## config.mk

```make
export PLATFORM = sky130hd
export DESIGN_NAME = mcf_handler
export DESIGN_NICKNAME = d
export VERILOG_FILES = /design/src/shared/mcf_pkg.sv /design/src/logic/mcf_handler.sv /design/src/logic/mcf_reply_buf.sv
export SDC_FILE = /design/constraint.sdc
export NUM_CORES = 1
export LEC_CHECK = 0
export BUFFER_PORTS_ARGS = -buffer_cell sky130_fd_sc_hd__buf_2
export CORE_AREA = 2 2 179 181
export CTS_BUF_LIST = sky130_fd_sc_hd__clkbuf_4 sky130_fd_sc_hd__clkbuf_8
export DETAILED_ROUTE_END_ITERATION = 10
export DIE_AREA = 0 0 181 183
export GPL_TIMING_DRIVEN = 0
export PLACE_DENSITY = 0.74
export REMOVE_ABC_BUFFERS = 1
export SLEW_MARGIN = 20
export SYNTH_ARGS = -nofsm -noshare
export SYNTH_HDL_FRONTEND = slang
export SYNTH_SLANG_ARGS = --single-unit
```

## constraint.sdc

```tcl
create_clock -name CLOCK_IN -period 2.95 [get_ports CLOCK_IN]
set_input_delay 0.295 -clock CLOCK_IN [delete_from_list [all_inputs] [get_ports CLOCK_IN]]
set_output_delay 0.295 -clock CLOCK_IN [all_outputs]
set_load 0.01 [all_outputs]
```

## src/shared/mcf_pkg.sv

```systemverilog
// Constants for the motion command frame handler: framing, status codes, timing.
// Assumes a byte-wide link front end; the serializer itself lives outside.
// Functional notes
// Each command is fully carried out before exactly one reply frame is sent.
// The block stays receiving and only drives the link to send a reply to a received command.
// The host sends no new command until it has the reply to the previous one.
// A command core is command, type, motor or bank, then a four-byte value: seven bytes.
// A serial frame is address byte, seven-byte core, checksum byte: nine bytes.
// The four-byte value travels most significant byte first in commands and replies.
// The command checksum is the 8-bit wrapping sum of all earlier bytes, address included.
// Over CAN the command has no address or checksum byte; the identifier is the address.
// A serial reply is reply address, module address, status, command number, value, checksum.
// The reply checksum is the 8-bit wrapping sum of all other reply bytes.
// Over CAN the reply has no address or checksum byte; the identifier is the reply address.
// Status is 100 for successful execution and 101 for a command stored in program memory.
// Error codes: 1 bad sum, 2 bad command, 3 wrong type, 4 bad value, 5 locked, 6 unavailable.
// On a checksum mismatch the command is not executed and status 1 is returned.
// Serial frames for another module address are dropped without a reply.
package mcf_pkg;
   localparam int CORE_BYTES = 7;
   localparam int SER_CMD_BYTES = 9;
   localparam int SER_REPLY_BYTES = 9;
   // CAN replies carry status, command and value only; the bus CRC stands in for the sum
   localparam int CAN_REPLY_BYTES = 6;
   localparam logic [7:0] ST_OK = 8'h64;
   localparam logic [7:0] ST_STORED = 8'h65;
   localparam logic [7:0] ST_BAD_SUM = 8'h01;
   localparam logic [7:0] ST_BAD_CMD = 8'h02;
   localparam logic [7:0] ST_BAD_TYPE = 8'h03;
   localparam logic [7:0] ST_BAD_VALUE = 8'h04;
   localparam logic [7:0] ST_LOCKED = 8'h05;
   localparam logic [7:0] ST_UNAVAIL = 8'h06;
   localparam logic [7:0] DEF_MODULE_ADDR = 8'h01;
   localparam logic [7:0] DEF_REPLY_ADDR = 8'h02;
   // Byte gap timeout: a silent link for this long drops a partial frame
   localparam int GAP_TIMEOUT_US = 100;
   localparam int CLOCK_MHZ = 20;
   localparam int GAP_CYCLES = GAP_TIMEOUT_US * CLOCK_MHZ;
   localparam int CNT_W = 12;
endpackage

```

## src/logic/mcf_handler.sv

```systemverilog
// Command frame interpreter: takes link bytes, hands the core to an executor, sends the reply.
// Assumes a byte serializer outside that pulses RX bytes and accepts TX bytes on TX_READY_IN.
`timescale 1ns/1ps
module mcf_handler (
   input wire logic CLOCK_IN,
   input wire logic RST_IN,
   input wire logic CAN_MODE_IN,
   input wire logic [7:0] MODULE_ADDR_IN,
   input wire logic [7:0] REPLY_ADDR_IN,
   input wire logic RX_VALID_IN,
   input wire logic [7:0] RX_BYTE_IN,
   output logic CMD_VALID_OUT,
   output logic [7:0] CMD_NUM_OUT,
   output logic [7:0] CMD_TYPE_OUT,
   output logic [7:0] CMD_MOTOR_OUT,
   output logic [31:0] CMD_VALUE_OUT,
   input wire logic EXEC_DONE_IN,
   input wire logic [7:0] EXEC_STATUS_IN,
   input wire logic [31:0] EXEC_VALUE_IN,
   output logic TX_VALID_OUT,
   output logic [7:0] TX_BYTE_OUT,
   output logic TX_LAST_OUT,
   input wire logic TX_READY_IN,
   output logic BUSY_OUT
);
   typedef enum {
      S_RECV,
      S_EXEC,
      S_BUILD,
      S_SEND
   } mcf_state_t;

   mcf_state_t state_q;
   logic [3:0] rx_cnt_q;
   logic [7:0] sum_q;
   logic [7:0] addr_ok_q;
   logic [7:0] frame_q [8];
   logic [11:0] gap_q;
   logic sum_bad_q;
   logic [7:0] rep_status_q;
   logic [31:0] rep_value_q;
   logic [3:0] build_idx_q;
   logic [7:0] build_sum_q;
   logic can_q;
   logic [3:0] rd_idx_q;
   logic [3:0] tx_len_q;
   logic [7:0] rd_data;
   logic buf_wr;
   logic [7:0] buf_wdata;
   logic rd_ok_q;
   logic [3:0] rx_len;
   logic [3:0] core_base;
   logic frame_end;

   function automatic logic [7:0] add8(input logic [7:0] a, input logic [7:0] b);
      add8 = 8'(a + b);
   endfunction

   assign rx_len = CAN_MODE_IN ? 4'(mcf_pkg::CORE_BYTES) : 4'(mcf_pkg::SER_CMD_BYTES);
   assign core_base = can_q ? 4'h0 : 4'h1;
   assign frame_end = RX_VALID_IN && (rx_cnt_q == rx_len - 4'h1);

   // Receive path; bytes that arrive while busy are ignored since the host must wait
   always_ff @(posedge CLOCK_IN) begin
      if (RST_IN) begin
         rx_cnt_q <= 4'h0;
         sum_q <= 8'h00;
         gap_q <= 12'h000;
         can_q <= 1'b0;
         addr_ok_q <= 8'h00;
      end else if (state_q == S_RECV) begin
         if (RX_VALID_IN) begin
            gap_q <= 12'h000;
            if (rx_cnt_q == 4'h0) begin
               can_q <= CAN_MODE_IN;
            end
            if (frame_end) begin
               rx_cnt_q <= 4'h0;
               sum_q <= 8'h00;
            end else begin
               rx_cnt_q <= rx_cnt_q + 4'h1;
               sum_q <= add8(sum_q, RX_BYTE_IN);
            end
            if (rx_cnt_q < 4'h8) begin
               frame_q[rx_cnt_q[2:0]] <= RX_BYTE_IN;
            end
            if (rx_cnt_q == 4'h0) begin
               addr_ok_q <= RX_BYTE_IN;
            end
         end else if (rx_cnt_q != 4'h0) begin
            // Stale partial frames would misalign every following command
            if (gap_q == 12'(mcf_pkg::GAP_CYCLES - 1)) begin
               rx_cnt_q <= 4'h0;
               sum_q <= 8'h00;
               gap_q <= 12'h000;
            end else begin
               gap_q <= gap_q + 12'h001;
            end
         end
      end
   end

   // Frame sequencing
   always_ff @(posedge CLOCK_IN) begin
      if (RST_IN) begin
         state_q <= S_RECV;
         sum_bad_q <= 1'b0;
         CMD_VALID_OUT <= 1'b0;
         CMD_NUM_OUT <= 8'h00;
         CMD_TYPE_OUT <= 8'h00;
         CMD_MOTOR_OUT <= 8'h00;
         CMD_VALUE_OUT <= 32'h0000_0000;
         rep_status_q <= 8'h00;
         rep_value_q <= 32'h0000_0000;
         BUSY_OUT <= 1'b0;
      end else begin
         CMD_VALID_OUT <= 1'b0;
         case (state_q)
            S_RECV: begin
               if (frame_end) begin
                  if (!CAN_MODE_IN && (addr_ok_q != MODULE_ADDR_IN)) begin
                     state_q <= S_RECV;
                  end else if (!CAN_MODE_IN && (RX_BYTE_IN != sum_q)) begin
                     sum_bad_q <= 1'b1;
                     rep_status_q <= mcf_pkg::ST_BAD_SUM;
                     rep_value_q <= 32'h0000_0000;
                     state_q <= S_BUILD;
                     BUSY_OUT <= 1'b1;
                  end else begin
                     state_q <= S_EXEC;
                     BUSY_OUT <= 1'b1;
                  end
               end
            end
            S_EXEC: begin
               if (!CMD_VALID_OUT && !sum_bad_q && rep_status_q != 8'hFF) begin
                  CMD_NUM_OUT <= frame_q[core_base[2:0]];
                  CMD_TYPE_OUT <= frame_q[3'(core_base + 4'h1)];
                  CMD_MOTOR_OUT <= frame_q[3'(core_base + 4'h2)];
                  CMD_VALUE_OUT <= can_q ? {frame_q[3], frame_q[4], frame_q[5], frame_q[6]}
                     : {frame_q[4], frame_q[5], frame_q[6], frame_q[7]};
                  CMD_VALID_OUT <= 1'b1;
                  rep_status_q <= 8'hFF;
               end
               if (EXEC_DONE_IN && rep_status_q == 8'hFF) begin
                  rep_status_q <= EXEC_STATUS_IN;
                  rep_value_q <= EXEC_VALUE_IN;
                  state_q <= S_BUILD;
               end
            end
            S_BUILD: begin
               if (build_idx_q == 4'h9) begin
                  state_q <= S_SEND;
               end
            end
            S_SEND: begin
               if (TX_VALID_OUT && TX_READY_IN && TX_LAST_OUT) begin
                  state_q <= S_RECV;
                  sum_bad_q <= 1'b0;
                  rep_status_q <= 8'h00;
                  BUSY_OUT <= 1'b0;
               end
            end
            default: state_q <= S_RECV;
         endcase
      end
   end

   // Reply assembly into the buffer; serial replies carry a leading pair and a trailing sum
   always_comb begin
      buf_wdata = 8'h00;
      case (build_idx_q)
         4'h0: buf_wdata = REPLY_ADDR_IN;
         4'h1: buf_wdata = MODULE_ADDR_IN;
         4'h2: buf_wdata = rep_status_q;
         4'h3: buf_wdata = sum_bad_q ? frame_q[1] : CMD_NUM_OUT;
         4'h4: buf_wdata = rep_value_q[31:24];
         4'h5: buf_wdata = rep_value_q[23:16];
         4'h6: buf_wdata = rep_value_q[15:8];
         4'h7: buf_wdata = rep_value_q[7:0];
         4'h8: buf_wdata = build_sum_q;
         default: buf_wdata = 8'h00;
      endcase
   end

   assign buf_wr = (state_q == S_BUILD) && (build_idx_q != 4'h9);

   always_ff @(posedge CLOCK_IN) begin
      if (RST_IN) begin
         build_idx_q <= 4'h0;
         build_sum_q <= 8'h00;
      end else if (buf_wr) begin
         build_idx_q <= build_idx_q + 4'h1;
         build_sum_q <= add8(build_sum_q, buf_wdata);
      end else if (state_q != S_BUILD) begin
         build_idx_q <= 4'h0;
         build_sum_q <= 8'h00;
      end
   end

   mcf_reply_buf #(
      .DEPTH(mcf_pkg::SER_REPLY_BYTES)
   ) u_buf (
      .clk(CLOCK_IN),
      .wr_en(buf_wr),
      .wr_addr(build_idx_q),
      .wr_data(buf_wdata),
      .rd_addr(rd_idx_q),
      .rd_data(rd_data)
   );

   // Transmit; CAN replies skip the two address bytes and the sum
   always_ff @(posedge CLOCK_IN) begin
      if (RST_IN) begin
         rd_idx_q <= 4'h0;
         tx_len_q <= 4'h0;
         rd_ok_q <= 1'b0;
         TX_VALID_OUT <= 1'b0;
         TX_BYTE_OUT <= 8'h00;
         TX_LAST_OUT <= 1'b0;
      end else if (state_q != S_SEND) begin
         rd_idx_q <= can_q ? 4'h2 : 4'h0;
         tx_len_q <= can_q ? 4'(mcf_pkg::CAN_REPLY_BYTES) : 4'(mcf_pkg::SER_REPLY_BYTES);
         rd_ok_q <= 1'b0;
         TX_VALID_OUT <= 1'b0;
         TX_LAST_OUT <= 1'b0;
      end else if (!TX_VALID_OUT && !rd_ok_q) begin
         rd_ok_q <= 1'b1;
      end else if (rd_ok_q) begin
         rd_ok_q <= 1'b0;
         TX_VALID_OUT <= 1'b1;
         TX_BYTE_OUT <= rd_data;
         TX_LAST_OUT <= (tx_len_q == 4'h1);
         rd_idx_q <= rd_idx_q + 4'h1;
         tx_len_q <= tx_len_q - 4'h1;
      end else if (TX_READY_IN) begin
         TX_VALID_OUT <= 1'b0;
         TX_LAST_OUT <= 1'b0;
      end
   end
endmodule

```

## src/logic/mcf_reply_buf.sv

```systemverilog
// Nine-byte reply frame store, written once per reply, read byte by byte.
// Assumes one write and one read port on the same clock; read data is registered.
`timescale 1ns/1ps
module mcf_reply_buf #(
   parameter int DEPTH = 9
) (
   input wire logic clk,
   input wire logic wr_en,
   input wire logic [3:0] wr_addr,
   input wire logic [7:0] wr_data,
   input wire logic [3:0] rd_addr,
   output logic [7:0] rd_data
);
   logic [7:0] mem [DEPTH];

   always_ff @(posedge clk) begin
      if (wr_en) begin
         mem[wr_addr] <= wr_data;
      end
   end

   always_ff @(posedge clk) begin
      rd_data <= mem[rd_addr];
   end
endmodule

```

==> metrics.md <==
| Metric | Value |
|---|---|
| Initial DRC Count | `625` |
| Worst-Skew Late Latency | `580 ps` |
| Initial core utilization | `44.1%` |
| Commonest non-fill, non-tap cells in the layout | `dfxtp_1 (166), buf_2 (138), edfxtp_1 (136)` |
| Launching point of the worst reg2reg path | `sum_bad_q` |
| Wl on met1 | `14,300 um` |
| Max Slew Vio Count | `0` |
| Drt pass-1 iters | `8` |
| Non-filler instance count after layout | `1,803` |
| Max-cap check violation count | `0` |
| HPWL after detailed placement | `21,300 um` |
| Fin nets | `1,459` |
| Antenna Nets Post-Route | `0` |
| Cell Pwr Density | `725 nW/um^2` |
| Post-Syn Area | `13,800 um^2` |
| Ratio of cells with drive above 1 in the final layout | `25.1%` |
| Crit Path Max Fanout | `9` |
| Worst hold-check path type | `in -> reg` |
| GPL Wtd Cong | `0.882` |
| All-Layer GR Usage | `19.1%` |
| Metal2 WL | `15,000 um` |
| Max-slew headroom | `36.8%` |
| First-pass GRT wire length | `50,900 um` |
| Syn Inst Count | `1,218` |
| DP Worst Slack | `-1030 ps` |
| Clock root buffer | `clkbuf_8` |
| Startpoint types | `register` |
| Minimum clock period | `2940 ps` |
| I/O pin total | `138` |
| Avg Vias per Cell | `5.59` |
| Hold Slack | `34.5 ps` |
| Ys async rst share | `0%` |
| Endpoints failing hold | `0` |
| # clock sinks | `309` |
| Worst-Margin Slew | `948 ps` |
| TritonCTS clock tree | `built` |
| Overall Power | `11.8 mW` |
| Vias in the first global route | `9,603` |
| Tcrit/Tclk final | `99.5%` |
| Reg clk slew, reported paths | `60 ps` |
| EDFF count, synth | `136` |
| Synth Flop Type | `dfxtp_1` |
| Pleak | `5.75 nW` |
| Outcome | `completed` |
| Clk buf depth | `3` |
| Hold Crit Start | `TX_READY_IN` |
| Final Setup Violations | `0` |
| Setup CP Type | `reg -> reg` |
| Worst reg2reg path depth | `10` |
| PortBufs | `137` |
| Arr. time, crit path | `3390 ps` |
| Die width | `181 um` |
| Die area | `33,100 um^2` |
| CTS H-tree lvls | `2` |
| Fillers | `2,738` |
| Largest net degree at the start of global routing | `92` |
| Avg Cell Area, Syn | `11.3 um^2` |
| Drt total wl | `32,700 um` |
| Hold depth | `4` |
| Reg2Reg Setup Slack | `10 ps` |
| CTS Buf Count | `50` |
| P&R area growth vs syn | `18.3%` |
| Peak VDD IR | `0.000330 V` |
| Wire length per cell | `18.2 um` |
| Met3 wire length | `2640 um` |
| FP Rows | `65` |
| RSZ-0062 raised after global routing | `true` |
| ANT cells | `0` |
| Share of the yosys chip area belonging to registers | `54.8%` |
| Highest clock rate | `341 MHz` |
| Initial antenna violation count | `3` |
| Remaining Overflow, GRT | `0` |
| Max layer used | `met5` |
| Post-route worst setup slack | `13.3 ps` |
| Most common cell after layout, fill and taps aside | `dfxtp_1` |
| CP required | `3400 ps` |
| Register bit count reported by yosys | `309` |
| CP Capture Type | `register` |
| Synth warnings | `0` |
| Residual DRC | `0` |
| Hold endpoint | `TX_VALID_OUT` |
| Die Y | `183 um` |
| Dpl cells | `1,680` |
| Yosys cell types | `73` |
| Via count | `10,100` |
| Skew final | `25.3 ps` |
| Reg2Reg Capture Point | `build_sum_q[7]` |
| Core Area | `31,200 um^2` |
-- how the worst max path moves through the flow --
| stage | cells past startpoint | startpoint | endpoint | slack (ps) |
|---|---|---|---|---|
| final | 10 | sum_bad_q | build_sum_q[7] | 10 |
| after global routing | 10 | sum_bad_q | build_sum_q[7] | -100 |
| after CTS | 11 | build_idx_q[0] | build_sum_q[7] | -30 |
| after detailed placement | 10 | build_idx_q[1] | build_sum_q[7] | -1030 |
| after global placement | 7 | state_q[1] | rep_status_q[4] | -6930 |
| after floorplan | 7 | state_q[1] | rep_status_q[0] | -4250 |
-- power by group --
group / internal (mW) / leakage [nW] / switching [mW]
combinational: 1.20 / 2.57 / 1.76
clock: 2.03 / 0.547 / 1.66
sequential: 4.89 / 2.63 / 0.278
-- per-layer routing --
metal	up-vias	global-route usage, %
met1	4805	25.8
li1	4853	-
met4	2	6.41
met3	72	4.90
met5	-	0
met2	348	30.2
-- cells by family (layout without fill, tap and decap cells) --
family	Yosys count	in the layout	synth area share [%]
fa+ha+maj	30	30	2.83
mux	117	117	10.0
buf+inv	110	293	3.67
xor+xnor	38	38	2.41
flops	309	309	54.8
simple gates	362	362	13.1
compound gates	252	252	13.2
-- cell type report --
| type | instances | area (um^2) | share of cell area [%] |
|---|---|---|---|
| sequential | 309 | 7570 | 46.4 |
| multi-input combinational | 799 | 5990 | 36.7 |
| timing repair buffer | 181 | 1150 | 7.04 |
| clock buffer | 77 | 935 | 5.73 |
| tap | 402 | 503 | 3.08 |
| clock inverter | 17 | 85.1 | 0.522 |
| inverter | 18 | 73.8 | 0.453 |
-- critical path, cell delays in order (launching register included) --
cell and delay (ps):
dfxtp_4 360, buf_4 250, mux2i_1 370, nor2_1 110, a221oi_1 400, o21ai_4 100, ha_1 320, or3_1 370
o211ai_1 180, mux2i_1 260, nand4_1 90
-- what timing repair did --
item	4_1_cts	5_1_grt
setup buffers	13	13
endpoints found under the hold margin	3	0
hold buffers	3	0
gates resized for setup	34	19
setup endpoints to repair	104	35
pin swaps	6	15
-- Yosys cell counts, types with 21 or more instances --
master / number / area share, %
dfxtp_1: 173 / 25
edfxtp_1: 136 / 30
nor2_1: 114 / 3.1
nand2_1: 96 / 2.6
mux2i_1: 95 / 6.9
clkbuf_1: 67 / 1.8
a21oi_1: 62 / 2.3
a211oi_1: 59 / 3.2
or4_1: 32 / 1.7
ha_1: 28 / 2.5
nand3_1: 28 / 1.0
o21ai_0: 24 / 0.87
o31ai_1: 24 / 1.3
xnor2_1: 21 / 1.3
-- state kept, by name (all words and copies together), names as in the netlist, 2 cells and up --
register,flops
u_buf.mem,72
frame_q,64
CMD_VALUE_OUT,32
rep_value_q,32
gap_q,12
CMD_MOTOR_OUT,8
CMD_NUM_OUT,8
CMD_TYPE_OUT,8
TX_BYTE_OUT,8
addr_ok_q,8
build_sum_q,8
rep_status_q,8
sum_q,8
u_buf.rd_data,8
build_idx_q,4
rd_idx_q,4
rx_cnt_q,4
tx_len_q,4
state_q,2
-- stage by stage --
stage / TNS (ps) / util [%] / area (um^2)
5_1_grt: -101 / 52.2 / 16300
6_report: 0 / 52.2 / 16300
3_3_place_gp: -559500 / 46.5 / 14500
4_1_cts: -27.4 / 51.6 / 16100
2_1_floorplan: -299610 / - / 13300
3_5_place_dp: -52390 / 47.5 / 14800
No activity file was read; power rests on OpenSTA's default activity.
